## src/tcpp_pkg.sv

```systemverilog
// Purpose: Shared constants and carrier types of the timer capture compare pwm block
// Assumes: 32-bit AXI4-Lite register bus, 16-bit counter
// Notes: Offsets are byte addresses
package tcpp_pkg;
    // ========================================
    // Register map
    localparam logic [7:0] OFF_CTRL = 8'h00;
    localparam logic [7:0] OFF_COUNT = 8'h04;
    localparam logic [7:0] OFF_MODULO = 8'h08;
    localparam logic [7:0] OFF_PINPOS = 8'h0C;
    localparam logic [7:0] OFF_CH_BASE = 8'h10;
    localparam logic [7:0] OFF_CH_STRIDE = 8'h08;
    localparam logic [7:0] OFF_CH_VALUE = 8'h04;
    // ========================================
    // Control register fields
    localparam int CTRL_PRESC_LSB = 0;
    localparam int CTRL_CLKSEL_LSB = 3;
    localparam int CTRL_CENTER_BIT = 5;
    localparam int CTRL_OVF_IE_BIT = 6;
    localparam int CTRL_OVF_FLAG_BIT = 7;
    // ========================================
    // Channel control fields
    localparam int CH_MODE_LSB = 0;
    localparam int CH_ELS_LSB = 2;
    localparam int CH_IE_BIT = 4;
    localparam int CH_FLAG_BIT = 5;
    // ========================================
    // Reset values and full count
    localparam logic [15:0] RST_MODULO = 16'h0000;
    localparam logic [15:0] RST_COUNT = 16'h0000;
    localparam logic [15:0] RST_VALUE = 16'h0000;
    localparam logic [15:0] COUNT_FULL = 16'hFFFF;
    // ========================================
    // Encodings
    localparam logic [1:0] CLK_OFF = 2'h0;
    localparam logic [1:0] CLK_BUS = 2'h1;
    localparam logic [1:0] CLK_FIXED = 2'h2;
    localparam logic [1:0] CLK_EXT = 2'h3;
    localparam logic [1:0] MODE_CAPTURE = 2'h0;
    localparam logic [1:0] MODE_COMPARE = 2'h1;
    localparam logic [1:0] ELS_OFF = 2'h0;
    localparam logic [1:0] ELS_RISE = 2'h1;
    localparam logic [1:0] ELS_FALL = 2'h2;
    localparam logic [1:0] ELS_BOTH = 2'h3;
    localparam logic [1:0] OC_TOGGLE = 2'h1;
    localparam logic [1:0] OC_CLEAR = 2'h2;
    localparam logic [1:0] OC_SET = 2'h3;
    localparam logic [1:0] RESP_OKAY = 2'h0;
    localparam logic [1:0] RESP_SLVERR = 2'h2;

    typedef struct packed {
        logic [1:0] mode;
        logic [1:0] els;
        logic ie;
    } tcpp_ch_cfg_type;

    typedef struct packed {
        logic [15:0] count;
        logic advanced;
        logic down;
        logic center;
        logic enabled;
    } tcpp_cnt_type;
endpackage

```

## src/tcpp_top.sv

```systemverilog
// Purpose: 16-bit timer with capture, compare, edge and center pwm channels
// Assumes: AXI4-Lite slave on ref_clk; pins arrive asynchronously
// Notes: Channel pins routed to a default or alternate port pin
//
// Behaviour
// - One to eight channels, each capture, compare or edge pwm.
// - Selected capture edge copies counter into value register, sets flag.
// - Capture edge is rising, falling, either, or none which disables.
// - Compare match sets flag and clears, sets, toggles or ignores pin.
// - Edge pwm period is modulo plus one; value sets duty; polarity selectable.
// - Edge pwm offers period-end and duty-transition events.
// - All edge pwm leading edges align at the common period start.
// - One center select forces all channels to center pwm only.
// - Center pwm counts up to modulo then down to zero.
// - Center output active on down match, inactive on up match.
// - Debug mode stops all counting until normal mode returns.
// - Wait mode keeps counting and interrupts running.
// - Stop mode halts everything until clocks resume.
// - Clock from bus, fixed or external, then prescale 1 to 128.
// - Fixed clock is synchronised to the bus clock first.
// - Modulo 0x0000 or 0xFFFF means free running.
// - Counter reads never disturb counting.
// - Any counter write resets it.
// - One interrupt per channel plus one overflow interrupt.
// - Position bit 0 selects default pin, 1 the alternate pin.
// - Unused pins stay with general I/O; nothing enabled after reset.
// - External clock input may also feed another timer.
// - External clock is synchronised; at most a quarter bus rate.
// - Pin released when edge select or clock source is off.
// - Edge pwm high at zero, low on match; low select bit inverts.
// - Capture inputs synchronised; pulses need four bus clocks.
`timescale 1ns/1ps
module tcpp_top #(
    parameter int NUM_CH = 2
) (
    input wire logic ref_clk,
    input wire logic rst,
    input wire logic ce,
    input wire logic background_debug_mode,
    input wire logic fixed_clk,
    input wire logic external_count_clock,
    input wire logic [NUM_CH-1:0] pin_def_in,
    output logic [NUM_CH-1:0] pin_def_out,
    output logic [NUM_CH-1:0] pin_def_oe,
    input wire logic [NUM_CH-1:0] pin_alt_in,
    output logic [NUM_CH-1:0] pin_alt_out,
    output logic [NUM_CH-1:0] pin_alt_oe,
    output logic [NUM_CH-1:0] channel_irq,
    output logic overflow_irq,
    input wire logic [7:0] s_axi_awaddr,
    input wire logic s_axi_awvalid,
    output logic s_axi_awready,
    input wire logic [31:0] s_axi_wdata,
    input wire logic [3:0] s_axi_wstrb,
    input wire logic s_axi_wvalid,
    output logic s_axi_wready,
    output logic [1:0] s_axi_bresp,
    output logic s_axi_bvalid,
    input wire logic s_axi_bready,
    input wire logic [7:0] s_axi_araddr,
    input wire logic s_axi_arvalid,
    output logic s_axi_arready,
    output logic [31:0] s_axi_rdata,
    output logic [1:0] s_axi_rresp,
    output logic s_axi_rvalid,
    input wire logic s_axi_rready
);
    // ========================================
    // Register state
    logic [2:0] presc_q;
    logic [1:0] clksel_q;
    logic center_q;
    logic ovf_ie_q;
    logic ovf_flag_q;
    logic [15:0] modulo_q;
    logic [NUM_CH-1:0] pinpos_q;
    tcpp_pkg::tcpp_ch_cfg_type ch_cfg_q [NUM_CH];
    logic [15:0] ch_value_q [NUM_CH];
    logic [NUM_CH-1:0] ch_flag_q;

    // ========================================
    // Bus write path
    logic [7:0] awaddr_q;
    logic aw_held_q;
    logic [31:0] wdata_q;
    logic [3:0] wstrb_q;
    logic w_held_q;
    logic do_write;
    logic [31:0] wr_word;
    logic wr_ctrl;
    logic wr_count;
    logic wr_modulo;
    logic wr_pinpos;
    logic wr_known;

    assign s_axi_awready = !aw_held_q && !s_axi_bvalid;
    assign s_axi_wready = !w_held_q && !s_axi_bvalid;
    assign do_write = aw_held_q && w_held_q;
    assign wr_ctrl = do_write && (awaddr_q == tcpp_pkg::OFF_CTRL);
    assign wr_count = do_write && (awaddr_q == tcpp_pkg::OFF_COUNT);
    assign wr_modulo = do_write && (awaddr_q == tcpp_pkg::OFF_MODULO);
    assign wr_pinpos = do_write && (awaddr_q == tcpp_pkg::OFF_PINPOS);

    // Byte lanes merged over the old value
    function automatic logic [31:0] merge(input logic [31:0] old, input logic [31:0] nw,
                                          input logic [3:0] strb);
        logic [31:0] res;
        res = old;
        for (int b = 0; b < 4; b++) begin
            if (strb[b]) begin
                res[8*b +: 8] = nw[8*b +: 8];
            end
        end
        return res;
    endfunction

    // ========================================
    // Clock source and prescaler
    logic fixed_sync;
    logic ext_sync;
    logic fixed_prev_q;
    logic ext_prev_q;
    logic src_pulse;
    logic [6:0] pre_cnt_q;
    logic [6:0] pre_mask;
    logic tick;

    tcpp_sync #(.WIDTH(1)) u_sync_fixed (
        .ref_clk(ref_clk),
        .rst(rst),
        .ce(ce),
        .async_in(fixed_clk),
        .sync_out(fixed_sync)
    );

    tcpp_sync #(.WIDTH(1)) u_sync_ext (
        .ref_clk(ref_clk),
        .rst(rst),
        .ce(ce),
        .async_in(external_count_clock),
        .sync_out(ext_sync)
    );

    assign src_pulse = (clksel_q == tcpp_pkg::CLK_BUS) ||
        ((clksel_q == tcpp_pkg::CLK_FIXED) && fixed_sync && !fixed_prev_q) ||
        ((clksel_q == tcpp_pkg::CLK_EXT) && ext_sync && !ext_prev_q);
    assign pre_mask = 7'((8'h01 << presc_q) - 8'h01);
    assign tick = src_pulse && !background_debug_mode && ((pre_cnt_q & pre_mask) == pre_mask);

    // ========================================
    // Counter
    logic [15:0] count_q;
    logic down_q;
    logic advanced_q;
    logic [15:0] top;
    logic at_top;
    logic ovf_evt;
    tcpp_pkg::tcpp_cnt_type cnt_bus;

    // free run on 0x0000 or 0xFFFF
    assign top = (modulo_q == tcpp_pkg::RST_MODULO) ? tcpp_pkg::COUNT_FULL : modulo_q;
    assign at_top = (count_q == top);
    // period end events
    // Center mode flags at the turnaround from top, one event per period
    assign ovf_evt = tick && !wr_count && at_top;
    assign cnt_bus = '{count: count_q, advanced: advanced_q, down: down_q,
                       center: center_q, enabled: (clksel_q != tcpp_pkg::CLK_OFF)};

    always_ff @(posedge ref_clk) begin
        if (rst) begin
            count_q <= tcpp_pkg::RST_COUNT;
            down_q <= 1'b0;
            advanced_q <= 1'b0;
            pre_cnt_q <= '0;
            fixed_prev_q <= 1'b0;
            ext_prev_q <= 1'b0;
        end else if (ce) begin
            fixed_prev_q <= fixed_sync;
            ext_prev_q <= ext_sync;
            advanced_q <= tick || wr_count;
            if (src_pulse && !background_debug_mode) begin
                pre_cnt_q <= pre_cnt_q + 7'h01;
            end
            if (wr_count) begin
                count_q <= tcpp_pkg::RST_COUNT;
                down_q <= 1'b0;
                pre_cnt_q <= '0;
            end else if (tick) begin
                if (center_q) begin
                    if (!down_q && at_top) begin
                        down_q <= 1'b1;
                        count_q <= count_q - 16'h0001;
                    end else if (down_q && count_q == 16'h0000) begin
                        down_q <= 1'b0;
                        count_q <= count_q + 16'h0001;
                    end else begin
                        count_q <= down_q ? count_q - 16'h0001 : count_q + 16'h0001;
                    end
                end else begin
                    down_q <= 1'b0;
                    count_q <= at_top ? 16'h0000 : count_q + 16'h0001;
                end
            end
        end
    end

    // ========================================
    // Channels
    logic [NUM_CH-1:0] pin_sel_in;
    logic [NUM_CH-1:0] pin_sync;
    logic [NUM_CH-1:0] ch_capture;
    logic [NUM_CH-1:0] ch_flag_evt;
    logic [NUM_CH-1:0] ch_out;
    logic [NUM_CH-1:0] ch_oe;
    logic [NUM_CH-1:0] wr_ch_ctrl;
    logic [NUM_CH-1:0] wr_ch_value;
    logic [NUM_CH-1:0] ch_ie;

    assign pin_sel_in = (pinpos_q & pin_alt_in) | (~pinpos_q & pin_def_in);

    tcpp_sync #(.WIDTH(NUM_CH)) u_sync_pins (
        .ref_clk(ref_clk),
        .rst(rst),
        .ce(ce),
        .async_in(pin_sel_in),
        .sync_out(pin_sync)
    );

    for (genvar n = 0; n < NUM_CH; n++) begin : g_ch
        localparam logic [7:0] CH_OFF = 8'(tcpp_pkg::OFF_CH_BASE + n * tcpp_pkg::OFF_CH_STRIDE);
        assign wr_ch_ctrl[n] = do_write && (awaddr_q == CH_OFF);
        assign wr_ch_value[n] = do_write && (awaddr_q == CH_OFF + tcpp_pkg::OFF_CH_VALUE);
        assign ch_ie[n] = ch_cfg_q[n].ie;

        tcpp_channel u_ch (
            .ref_clk(ref_clk),
            .rst(rst),
            .ce(ce),
            .cfg(ch_cfg_q[n]),
            .cnt(cnt_bus),
            .value(ch_value_q[n]),
            .pin_sync(pin_sync[n]),
            .capture_evt(ch_capture[n]),
            .flag_evt(ch_flag_evt[n]),
            .pin_out(ch_out[n]),
            .pin_oe(ch_oe[n])
        );

        always_ff @(posedge ref_clk) begin
            if (rst) begin
                ch_cfg_q[n] <= '0;
                ch_value_q[n] <= tcpp_pkg::RST_VALUE;
                ch_flag_q[n] <= 1'b0;
            end else if (ce) begin
                if (wr_ch_ctrl[n]) begin
                    ch_cfg_q[n].mode <= wr_word[tcpp_pkg::CH_MODE_LSB +: 2];
                    ch_cfg_q[n].els <= wr_word[tcpp_pkg::CH_ELS_LSB +: 2];
                    ch_cfg_q[n].ie <= wr_word[tcpp_pkg::CH_IE_BIT];
                end
                if (ch_capture[n]) begin
                    ch_value_q[n] <= count_q;
                end else if (wr_ch_value[n]) begin
                    ch_value_q[n] <= wr_word[15:0];
                end
                // Set beats a same-cycle software clear
                if (ch_flag_evt[n]) begin
                    ch_flag_q[n] <= 1'b1;
                end else if (wr_ch_ctrl[n] && wr_word[tcpp_pkg::CH_FLAG_BIT]) begin
                    ch_flag_q[n] <= 1'b0;
                end
            end
        end
    end

    assign pin_def_out = ch_out;
    assign pin_alt_out = ch_out;
    assign pin_def_oe = ch_oe & ~pinpos_q;
    assign pin_alt_oe = ch_oe & pinpos_q;
    assign channel_irq = ch_flag_q & ch_ie;
    assign overflow_irq = ovf_flag_q && ovf_ie_q;

    // ========================================
    // Global registers and bus handshake
    logic [31:0] ctrl_word;

    assign ctrl_word = {24'h000000, ovf_flag_q, ovf_ie_q, center_q, clksel_q, presc_q};
    assign wr_word = merge(32'h00000000, wdata_q, wstrb_q);
    assign wr_known = wr_ctrl || wr_count || wr_modulo || wr_pinpos ||
        (|wr_ch_ctrl) || (|wr_ch_value);

    always_ff @(posedge ref_clk) begin
        if (rst) begin
            aw_held_q <= 1'b0;
            w_held_q <= 1'b0;
            awaddr_q <= 8'h00;
            wdata_q <= 32'h00000000;
            wstrb_q <= 4'h0;
            s_axi_bvalid <= 1'b0;
            s_axi_bresp <= tcpp_pkg::RESP_OKAY;
        end else if (ce) begin
            if (s_axi_awvalid && s_axi_awready) begin
                aw_held_q <= 1'b1;
                awaddr_q <= {s_axi_awaddr[7:2], 2'h0};
            end
            if (s_axi_wvalid && s_axi_wready) begin
                w_held_q <= 1'b1;
                wdata_q <= s_axi_wdata;
                wstrb_q <= s_axi_wstrb;
            end
            if (do_write) begin
                aw_held_q <= 1'b0;
                w_held_q <= 1'b0;
                s_axi_bvalid <= 1'b1;
                s_axi_bresp <= wr_known ? tcpp_pkg::RESP_OKAY : tcpp_pkg::RESP_SLVERR;
            end else if (s_axi_bvalid && s_axi_bready) begin
                s_axi_bvalid <= 1'b0;
            end
        end
    end

    always_ff @(posedge ref_clk) begin
        if (rst) begin
            presc_q <= 3'h0;
            clksel_q <= tcpp_pkg::CLK_OFF;
            center_q <= 1'b0;
            ovf_ie_q <= 1'b0;
            ovf_flag_q <= 1'b0;
            modulo_q <= tcpp_pkg::RST_MODULO;
            pinpos_q <= '0;
        end else if (ce) begin
            if (wr_ctrl && wstrb_q[0]) begin
                presc_q <= wdata_q[tcpp_pkg::CTRL_PRESC_LSB +: 3];
                clksel_q <= wdata_q[tcpp_pkg::CTRL_CLKSEL_LSB +: 2];
                center_q <= wdata_q[tcpp_pkg::CTRL_CENTER_BIT];
                ovf_ie_q <= wdata_q[tcpp_pkg::CTRL_OVF_IE_BIT];
            end
            if (ovf_evt) begin
                ovf_flag_q <= 1'b1;
            end else if (wr_ctrl && wstrb_q[0] && wdata_q[tcpp_pkg::CTRL_OVF_FLAG_BIT]) begin
                ovf_flag_q <= 1'b0;
            end
            if (wr_modulo) begin
                modulo_q <= wr_word[15:0] | (modulo_q & ~strb_mask16(wstrb_q));
            end
            if (wr_pinpos && wstrb_q[0]) begin
                pinpos_q <= wdata_q[NUM_CH-1:0];
            end
        end
    end

    function automatic logic [15:0] strb_mask16(input logic [3:0] strb);
        return {{8{strb[1]}}, {8{strb[0]}}};
    endfunction

    // ========================================
    // Read path
    logic [31:0] rd_word;
    logic rd_known;
    logic [7:0] ra;

    assign ra = {s_axi_araddr[7:2], 2'h0};
    assign s_axi_arready = !s_axi_rvalid;

    always_comb begin
        rd_word = 32'h00000000;
        rd_known = 1'b1;
        if (ra == tcpp_pkg::OFF_CTRL) begin
            rd_word = ctrl_word;
        end else if (ra == tcpp_pkg::OFF_COUNT) begin
            rd_word = {16'h0000, count_q};
        end else if (ra == tcpp_pkg::OFF_MODULO) begin
            rd_word = {16'h0000, modulo_q};
        end else if (ra == tcpp_pkg::OFF_PINPOS) begin
            rd_word = 32'(pinpos_q);
        end else begin
            rd_known = 1'b0;
            for (int k = 0; k < NUM_CH; k++) begin
                if (ra == 8'(tcpp_pkg::OFF_CH_BASE + k * tcpp_pkg::OFF_CH_STRIDE)) begin
                    rd_word = {26'h0000000, ch_flag_q[k], ch_cfg_q[k].ie,
                               ch_cfg_q[k].els, ch_cfg_q[k].mode};
                    rd_known = 1'b1;
                end
                if (ra == 8'(tcpp_pkg::OFF_CH_BASE + k * tcpp_pkg::OFF_CH_STRIDE
                             + tcpp_pkg::OFF_CH_VALUE)) begin
                    rd_word = {16'h0000, ch_value_q[k]};
                    rd_known = 1'b1;
                end
            end
        end
    end

    always_ff @(posedge ref_clk) begin
        if (rst) begin
            s_axi_rvalid <= 1'b0;
            s_axi_rdata <= 32'h00000000;
            s_axi_rresp <= tcpp_pkg::RESP_OKAY;
        end else if (ce) begin
            if (s_axi_arvalid && s_axi_arready) begin
                s_axi_rvalid <= 1'b1;
                s_axi_rdata <= rd_word;
                s_axi_rresp <= rd_known ? tcpp_pkg::RESP_OKAY : tcpp_pkg::RESP_SLVERR;
            end else if (s_axi_rvalid && s_axi_rready) begin
                s_axi_rvalid <= 1'b0;
            end
        end
    end
endmodule // tcpp_top

```

## src/tcpp_sync.sv

```systemverilog
// Purpose: Two-flop synchroniser for pin inputs
// Assumes: Destination is ref_clk
// Notes: Only the second stage is visible outside
`timescale 1ns/1ps
module tcpp_sync #(
    parameter int WIDTH = 1
) (
    input wire logic ref_clk,
    input wire logic rst,
    input wire logic ce,
    input wire logic [WIDTH-1:0] async_in,
    output logic [WIDTH-1:0] sync_out
);
    logic [WIDTH-1:0] meta_q;

    always_ff @(posedge ref_clk) begin
        if (rst) begin
            meta_q <= '0;
            sync_out <= '0;
        end else if (ce) begin
            meta_q <= async_in;
            sync_out <= meta_q;
        end
    end
endmodule // tcpp_sync

```

## src/tcpp_channel.sv

```systemverilog
// Purpose: One timer channel: capture, compare, edge or center pwm
// Assumes: Pin input already synchronised; counter state from the top
// Notes: Matches count only on the cycle after the counter moved
`timescale 1ns/1ps
module tcpp_channel (
    input wire logic ref_clk,
    input wire logic rst,
    input wire logic ce,
    input wire tcpp_pkg::tcpp_ch_cfg_type cfg,
    input wire tcpp_pkg::tcpp_cnt_type cnt,
    input wire logic [15:0] value,
    input wire logic pin_sync,
    output logic capture_evt,
    output logic flag_evt,
    output logic pin_out,
    output logic pin_oe
);
    logic pin_prev_q;
    logic out_q;
    logic out_d;
    logic hit;
    logic start;
    logic rise;
    logic fall;
    logic edge_aligned_pulse;

    assign hit = cnt.advanced && (cnt.count == value);
    assign start = cnt.advanced && (cnt.count == 16'h0000);
    assign rise = pin_sync && !pin_prev_q;
    assign fall = !pin_sync && pin_prev_q;
    assign edge_aligned_pulse = cfg.mode[1];

    assign capture_evt = !cnt.center && (cfg.mode == tcpp_pkg::MODE_CAPTURE) &&
        (((cfg.els == tcpp_pkg::ELS_RISE) && rise) ||
         ((cfg.els == tcpp_pkg::ELS_FALL) && fall) ||
         ((cfg.els == tcpp_pkg::ELS_BOTH) && (rise || fall)));

    assign flag_evt = capture_evt || (hit && (cnt.center || cfg.mode != tcpp_pkg::MODE_CAPTURE));

    assign pin_oe = cnt.enabled && (cfg.els != tcpp_pkg::ELS_OFF) &&
        (cnt.center || cfg.mode != tcpp_pkg::MODE_CAPTURE);
    assign pin_out = out_q;

    always_comb begin
        out_d = out_q;
        if (cnt.center) begin
            if (hit) begin
                out_d = cnt.down ? !cfg.els[0] : cfg.els[0];
            end
        end else if (edge_aligned_pulse) begin
            if (start) begin
                out_d = !cfg.els[0];
            end
            if (hit) begin
                out_d = cfg.els[0];
            end
        end else if (cfg.mode == tcpp_pkg::MODE_COMPARE && hit) begin
            unique case (cfg.els)
                tcpp_pkg::OC_TOGGLE: out_d = !out_q;
                tcpp_pkg::OC_CLEAR: out_d = 1'b0;
                tcpp_pkg::OC_SET: out_d = 1'b1;
                tcpp_pkg::ELS_OFF: out_d = out_q;
            endcase
        end
    end

    always_ff @(posedge ref_clk) begin
        if (rst) begin
            pin_prev_q <= 1'b0;
            out_q <= 1'b0;
        end else if (ce) begin
            pin_prev_q <= pin_sync;
            out_q <= out_d;
        end
    end
endmodule // tcpp_channel

```

## config.mk

```make
export PLATFORM = sky130hd
export DESIGN_NAME = tcpp_top
export DESIGN_NICKNAME = d
export VERILOG_FILES = /design/src/tcpp_pkg.sv /design/src/tcpp_top.sv /design/src/tcpp_sync.sv /design/src/tcpp_channel.sv
export SDC_FILE = /design/constraint.sdc
export NUM_CORES = 1
export LEC_CHECK = 0
export ABC_AREA = 1
export BUFFER_PORTS_ARGS = -buffer_cell sky130_fd_sc_hd__clkbuf_2
export CORE_UTILIZATION = 30
export DETAILED_ROUTE_END_ITERATION = 10
export HOLD_SLACK_MARGIN = 0.08
export MAX_ROUTING_LAYER = met4
export PLACE_DENSITY = 0.49
export SLEW_MARGIN = 20
export SYNTH_ARGS = -nofsm -noshare
export SYNTH_HDL_FRONTEND = slang
export SYNTH_SLANG_ARGS = --single-unit
```

## constraint.sdc

```tcl
create_clock -name ref_clk -period 3.4 [get_ports ref_clk]
set_input_delay 0.17 -clock ref_clk [delete_from_list [all_inputs] [get_ports ref_clk]]
set_output_delay 0.17 -clock ref_clk [all_outputs]
set_load 0.1 [all_outputs]
```

Yosys cells after proc, flatten, opt, wreduce, memory -nomap -nowiden
Memories as Yosys holds them, arrays and structs flattened. Index checks and enable logic that the tools add are counted.

Add/sub/neg operators: 4. $mul: 0. Divide/modulo/power cells: 0. Order comparisons: 0. Eq/ne operators: 36. Shift operators: 1. Multiplexer cells: 103. Bitwise logic cells: 21. Reductions and logical operators: 138.

Operator list (count): 32-bit two-way mux (7); 16-bit two-way mux (12); 1-bit two-way mux (71); 1-bit logical AND (57); 16-bit equality test (3); 6-bit by 3-bit equality test with 1-bit output, second input constant (8); 16-bit logical NOT (2); 2-bit AND reduction (16); 2-bit nonzero test (14); 6-bit by 2-bit equality test with 1-bit output, second input constant (4); 1-bit logical NOT (18); 1-bit logical OR (18); 16-bit by 1-bit adder with 16-bit output, second input constant (1); 16-bit AND (1); 8-bit logical NOT (2); 8-bit two-way mux (2); 16-bit inverter (1); 16-bit OR (1); 16-bit by 1-bit subtractor with 16-bit output, second input constant (1); 7-bit two-way mux (2); 2-bit equality test, second input constant (6); 6-bit by 1-bit equality test with 1-bit output, second input constant (2); 2-bit two-way mux (6); 2-bit AND (5); 20 further kinds (43).

Register bits: 131. Latch bits: 0. Bits in writable memories: 42. ROM bits: 0. Bits of input ports: 67. Output and inout port bits: 52. Memories: 2.

Memories: ch_value_q (words 2, width 16, read ports 2, clocked after memory_dff 0, wr ports 2, RTL line tcpp_top.sv:78) `logic [15:0] ch_value_q [NUM_CH];`; ch_cfg_q (words 2, width 5, read ports 2, clocked after memory_dff 0, wr ports 2, RTL line tcpp_top.sv:77) `tcpp_pkg::tcpp_ch_cfg_type ch_cfg_q [NUM_CH];`.

Logic depth before layout (Yosys ltp)
Word-level depth: 12. Mapped depth: 19.

Hierarchy
From an unflattened synthesis, not the netlist that was laid out.

Cells, all modules: 1444. Area, all modules: 9567.9 µm².

By module, submodules not included: tcpp_top (instances 1, cells each 1132, area an instance 7988.9 µm², sequential area each 3283.1 µm²); tcpp_channel (instances 2, cells each 130, area an instance 621.8 µm², sequential area each 40.0 µm²); tcpp_sync (u_sync_pins) (instances 1, cells each 26, area an instance 172.7 µm², sequential area each 80.1 µm²); tcpp_sync (u_sync_ext ...) (instances 2, cells each 13, area an instance 81.3 µm², sequential area each 40.0 µm²).

Worst setup path after synthesis
No wires, ideal clock.

Path type: register -> register. Start: reg s_axi_bvalid. End: reg wstrb_q[0]. Arrival time: 3.081 ns. Required time: 3.335 ns. Path slack: 0.255 ns. Cell stages (with the launch flop): 7. Path buffers: 1. Clock period less this slack: 3.145 ns. Path through: dfxtp_1 > nor2_1 > nand3_1 > inv_1 > clkbuf_1 > nor2_1 > nor2_1.

Word-level cells in the longest chain between the ends: 4.

Ends and longest elaborated chain: start, declared (RTL line tcpp_top.sv:58) `output logic s_axi_bvalid,`; start signal, assigned (RTL line tcpp_top.sv:298) `s_axi_bvalid <= 1'b0;`; start signal, assigned (RTL line tcpp_top.sv:313) `s_axi_bvalid <= 1'b1;`; start signal, assigned (RTL line tcpp_top.sv:316) `s_axi_bvalid <= 1'b0;`; 1-bit logical NOT (RTL line tcpp_top.sv:97) `assign s_axi_wready = !w_held_q && !s_axi_bvalid;`; 1-bit logical AND (RTL line tcpp_top.sv:97); net s_axi_wready (RTL line tcpp_top.sv:56) `output logic s_axi_wready,`; 1-bit logical AND (RTL line tcpp_top.sv:305) `if (s_axi_wvalid && s_axi_wready) begin`; 2-bit AND reduction (no line); end signal, assigned (RTL line tcpp_top.sv:308) `wstrb_q <= s_axi_wstrb;`; end, declared (RTL line tcpp_top.sv:86) `logic [3:0] wstrb_q;`.

The timed path passes the listed nets, and every way through them passes these cells. A chain may end at the register's enable or synchronous reset.

Worst setup path in the final report
Start: reg count_q[5]. End: reg count_q[1].

Word-level cells in the longest chain between the ends: 7. Elaborated cells between the ends (all ways): 10.

Ends and longest elaborated chain: start, declared (RTL line tcpp_top.sv:152) `logic [15:0] count_q;`; start signal, assigned (RTL line tcpp_top.sv:171) `count_q <= tcpp_pkg::RST_COUNT;`; start signal, assigned (RTL line tcpp_top.sv:185) `count_q <= tcpp_pkg::RST_COUNT;`; start signal, assigned (RTL line tcpp_top.sv:192) `count_q <= count_q - 16'h0001;`; 16-bit logical NOT (RTL line tcpp_top.sv:193) `end else if (down_q && count_q == 16'h0000) begin`; 1-bit logical AND (RTL line tcpp_top.sv:193); 16-bit two-way mux (RTL line tcpp_top.sv:193); 16-bit two-way mux (RTL line tcpp_top.sv:190) `if (!down_q && at_top) begin`; 16-bit two-way mux * (RTL line tcpp_top.sv:189) `if (center_q) begin`; 16-bit two-way mux * (RTL line tcpp_top.sv:188) `end else if (tick) begin`; 16-bit two-way mux * (RTL line tcpp_top.sv:184) `if (wr_count) begin`.

Mark *: on every way between the ends. The rest lies on a longest branch, timed or not. The select of a mux whose other input is x is not followed.

==> key figures <==
Worst setup path
  • Critical Path Start Type: flop
  • Largest fanout on the critical path: 14
  • Setup CP Type: reg -> reg
  • CP Data Required Time: 3.71 ns
  • RR Startpoint: count_q[5]$_SDFFE_PP0P_
  • Reg-to-Reg End: count_q[1]$_SDFFE_PP0P_
  • Worst R2R Path Depth: 11
  • Kind of end point of the critical path: flop
  • Setup slack, reg-to-reg: 0.80 ns
  • Crit path from: count_q[5]$_SDFFE_PP0P_
  • Critical Path AT: 2.90 ns

STA
  • Max-slew headroom: 43.4%
  • Setup TNS: 0 ns
  • Maximum clock frequency: 385 MHz
  • RSZ-0062 raised after global routing: no
  • Tmin final: 2.60 ns
  • Worst Tran Pin Value: 0.844 ns
  • Final setup viols: 0
  • Final hold slack: 0.226 ns
  • Fin. max-slew vios: 0
  • Clock skew: 0.0101 ns
  • Final hold vios: 0
  • Period utilisation layout: 76.4%

Place
  • Final Wtd Congestion: 0.921
  • Dpl cells: 1,778
  • Port bufs: 78
  • Hpwl dp: 23,900 microns

Synth
  • Gate Count Post-Synth: 1,351
  • Synth area leaders: dfxtp_1 (24%), edfxtp_1 (13%), nand2_1 (11%), nor2_1 (8.0%), inv_1 (5.6%)
  • Post-Syn Area: 9460 sq um
  • Largest area contributor in the netlist: dfxtp_1
  • Fraction of registers with async set/reset: 0%
  • Synth Warn #: 0
  • Synth cell types: 62
  • Number of synthesized register bits: 155
  • Number of synthesized flops with an enable pin: 42
  • Commonest register cell after synthesis: dfxtp_1
  • Syn_area_per_cell: 7.00 sq um
  • Sequential-to-total area share from yosys stat: 37.2%
  • Yosys top cell area share: 23.9%

Power and ir drop
  • PD cells: 414 nW/um^2
  • LEAKAGE: 4.50 nW
  • Worst vdd ir: 0.266 mV

Drt
  • Initial DRC count: 831
  • Avg WL per Cell: 16.9 microns
  • Top routing layer in use: met4
  • Detail Route Antenna Nets: 0
  • Metal-1 WL: 15,000 microns
  • Detail Route met3 WL: 1360 microns
  • DR pass1 iterations: 10
  • Final WL: 31,100 microns
  • Vias: 9,128
  • Residual DRC count: 7
  • Met2 routed WL: 14,200 microns
  • Vias per cell: 4.96

Hold path
  • Hold WC Path Type: in -> reg
  • WHS Path Cells: 3
  • Worst min-delay path startpoint: s_axi_awvalid
  • WHS Endpoint: awaddr_q[2]$_SDFFE_PP0P_

Floorplanning
  • Core ar.: 30,800 sq um
  • I/O pin cnt: 119
  • Die Wd: 180 microns
  • Die height: 180 microns
  • DIE AREA: 32,200 sq um
  • Initial Utilization: 30.7%
  • Cell Rows: 64

Layout
  • ANT cells: 0
  • FILL cells: 3,274
  • Layout cell share with drive strength beyond 1: 12.6%
  • Total Nets Final: 1,508
  • Fin cells: 1,842
  • Synth-to-layout area growth: 16.0%

Outcome
  • Status: finished, violations left
  • Failing checks: design-rule violations

GRT
  • Gr usage total: 20.2%
  • Vias in the first global route: 8,584
  • Global-route wire length before repair: 49,000 microns
  • Antenna violations before repair: 0
  • Total grt overflow: 0
  • Pin count of the biggest net entering global routing: 50

Clock tree
  • Cts repair resizes: 0
  • Clock transition at path regs: 0.07 ns
  • CTS tree: built
  • Max H-tree Level: 4
  • Clock root cell: clkbuf_16
  • Worst skew pair latency: 0.44 ns
  • CTS buffer count: 17
  • Max Root-Sink Buffers: 2
  • Clock sink total: 155

Flow run
  • Reported max-cap violation count: 0
## layout make-up
class                   instances  area (sq um)  share of cell area (%)
well taps                     396           495                    4.52
multi-input cells             976          4870                    44.4
flip-flops and latches        155          3520                    32.1
clock buffers                  19           464                    4.23
repair buffers                130           861                    7.85
clock inverters                13           176                    1.61
inverters                     153           576                    5.25
## cells in the final DEF (no fill, tap or decap), types with 4 or more instances in the layout
master	count
nor4_1	6
a21oi_1	100
o2111ai_1	7
nor2_2	11
nand4_1	18
xor2_1	27
a211oi_1	16
a21oi_2	4
clkbuf_16	18
clkinv_4	4
edfxtp_1	42
nand2_2	11
inv_1	139
inv_2	6
clkinv_1	7
nand3_1	54
conb_1	18
dlygate4sd3_1	32
ha_1	8
nand2_1	278
o221ai_1	7
nor2_1	201
o211ai_1	13
dfxtp_1	113
o21ai_0	97
clkbuf_2	78
nand3b_1	6
nor3_1	23
buf_4	20
nand3_2	9
o22ai_1	28
## worst max path at each step
stage,end,cells past startpoint
global placement,ch_value_q[1][12]$_SDFFCE_PN0P_,8
finish,count_q[1]$_SDFFE_PP0P_,11
floorplan,wstrb_q[0]$_SDFFE_PP0P_,6
global route,count_q[8]$_SDFFE_PP0P_,13
detailed placement,ch_value_q[1][12]$_SDFFCE_PN0P_,8
CTS,ch_value_q[1][8]$_SDFFCE_PN0P_,8
## through the flow
| stage | area (sq um) | power (mW) | utilization [%] | setup slack (ns) |
|---|---|---|---|---|
| 6_report | 11000 | 4.55 | 35.6 | 0.802 |
| 5_1_grt | 11000 | 4.71 | 35.6 | 0.550 |
| 4_1_cts | 11000 | 4.60 | 35.6 | 0.833 |
| 3_5_place_dp | 10000 | 2.47 | 32.5 | 0.863 |
| 3_3_place_gp | 10000 | 2.47 | 32.5 | 0.839 |
| 2_1_floorplan | 9520 | 2.37 | - | 0.255 |
## cell families after synthesis
family	count (synthesis)	share of synthesized area (%)
xor+xnor	29	2.76
fa+ha+maj	8	1.06
buf+inv	237	11.9
other cells	1	0.0396
flops	155	37.2
compound gates	295	18.3
simple gates	626	28.7
## cell usage after synthesis, types with 3 or more instances
cell       count
nor4_1         6
ha_1           8
o221ai_1       7
edfxtp_1      42
o211ai_1      13
o22ai_1       28
inv_2          5
nand2_1      278
o2111ai_1      7
buf_4         33
buf_2          6
clkbuf_1      29
a21oi_2        4
a31oi_1        3
a22oi_1        3
nor3_1        23
a221oi_1       3
inv_1        140
nand2_2       11
clkinv_1       7
nor2_2        11
nand3b_1       6
a21oi_1      100
xor2_1        27
buf_6          8
dfxtp_1      113
nand3_2        9
nand3_1       54
o21ai_0       98
nor2_1       201
a211oi_1      16
nand4_1       18
## worst max-delay path: stages (launching register included)
cell	delay, ns
dfxtp_1	0.62
clkinv_1	0.48
nand2_1	0.18
nand2_1	0.11
nor2_1	0.10
nand3b_1	0.08
nor2_1	0.20
nand3_1	0.12
nand2_2	0.27
inv_1	0.12
nand3_1	0.12
a21oi_2	0.05
## layer usage
layer | track usage, % | vias to the layer above
li1 | - | 4612
met5 | - | -
met1 | 27.1 | 4257
met4 | 5.52 | 0
met3 | 2.59 | 33
met2 | 31.9 | 226
## timing repair
item	4_1_cts	5_1_grt
hold endpoints to repair	30	0
hold buffers	32	0
buffers inserted	0	0
## power by group
part           switching (mW)  total, mW  internal, mW
sequential             0.0522       2.00          1.95
clock                   0.852       2.09          1.24
combinational           0.340      0.455         0.114
total                    1.24       4.55          3.30
Power figures use the tool's default switching activity.
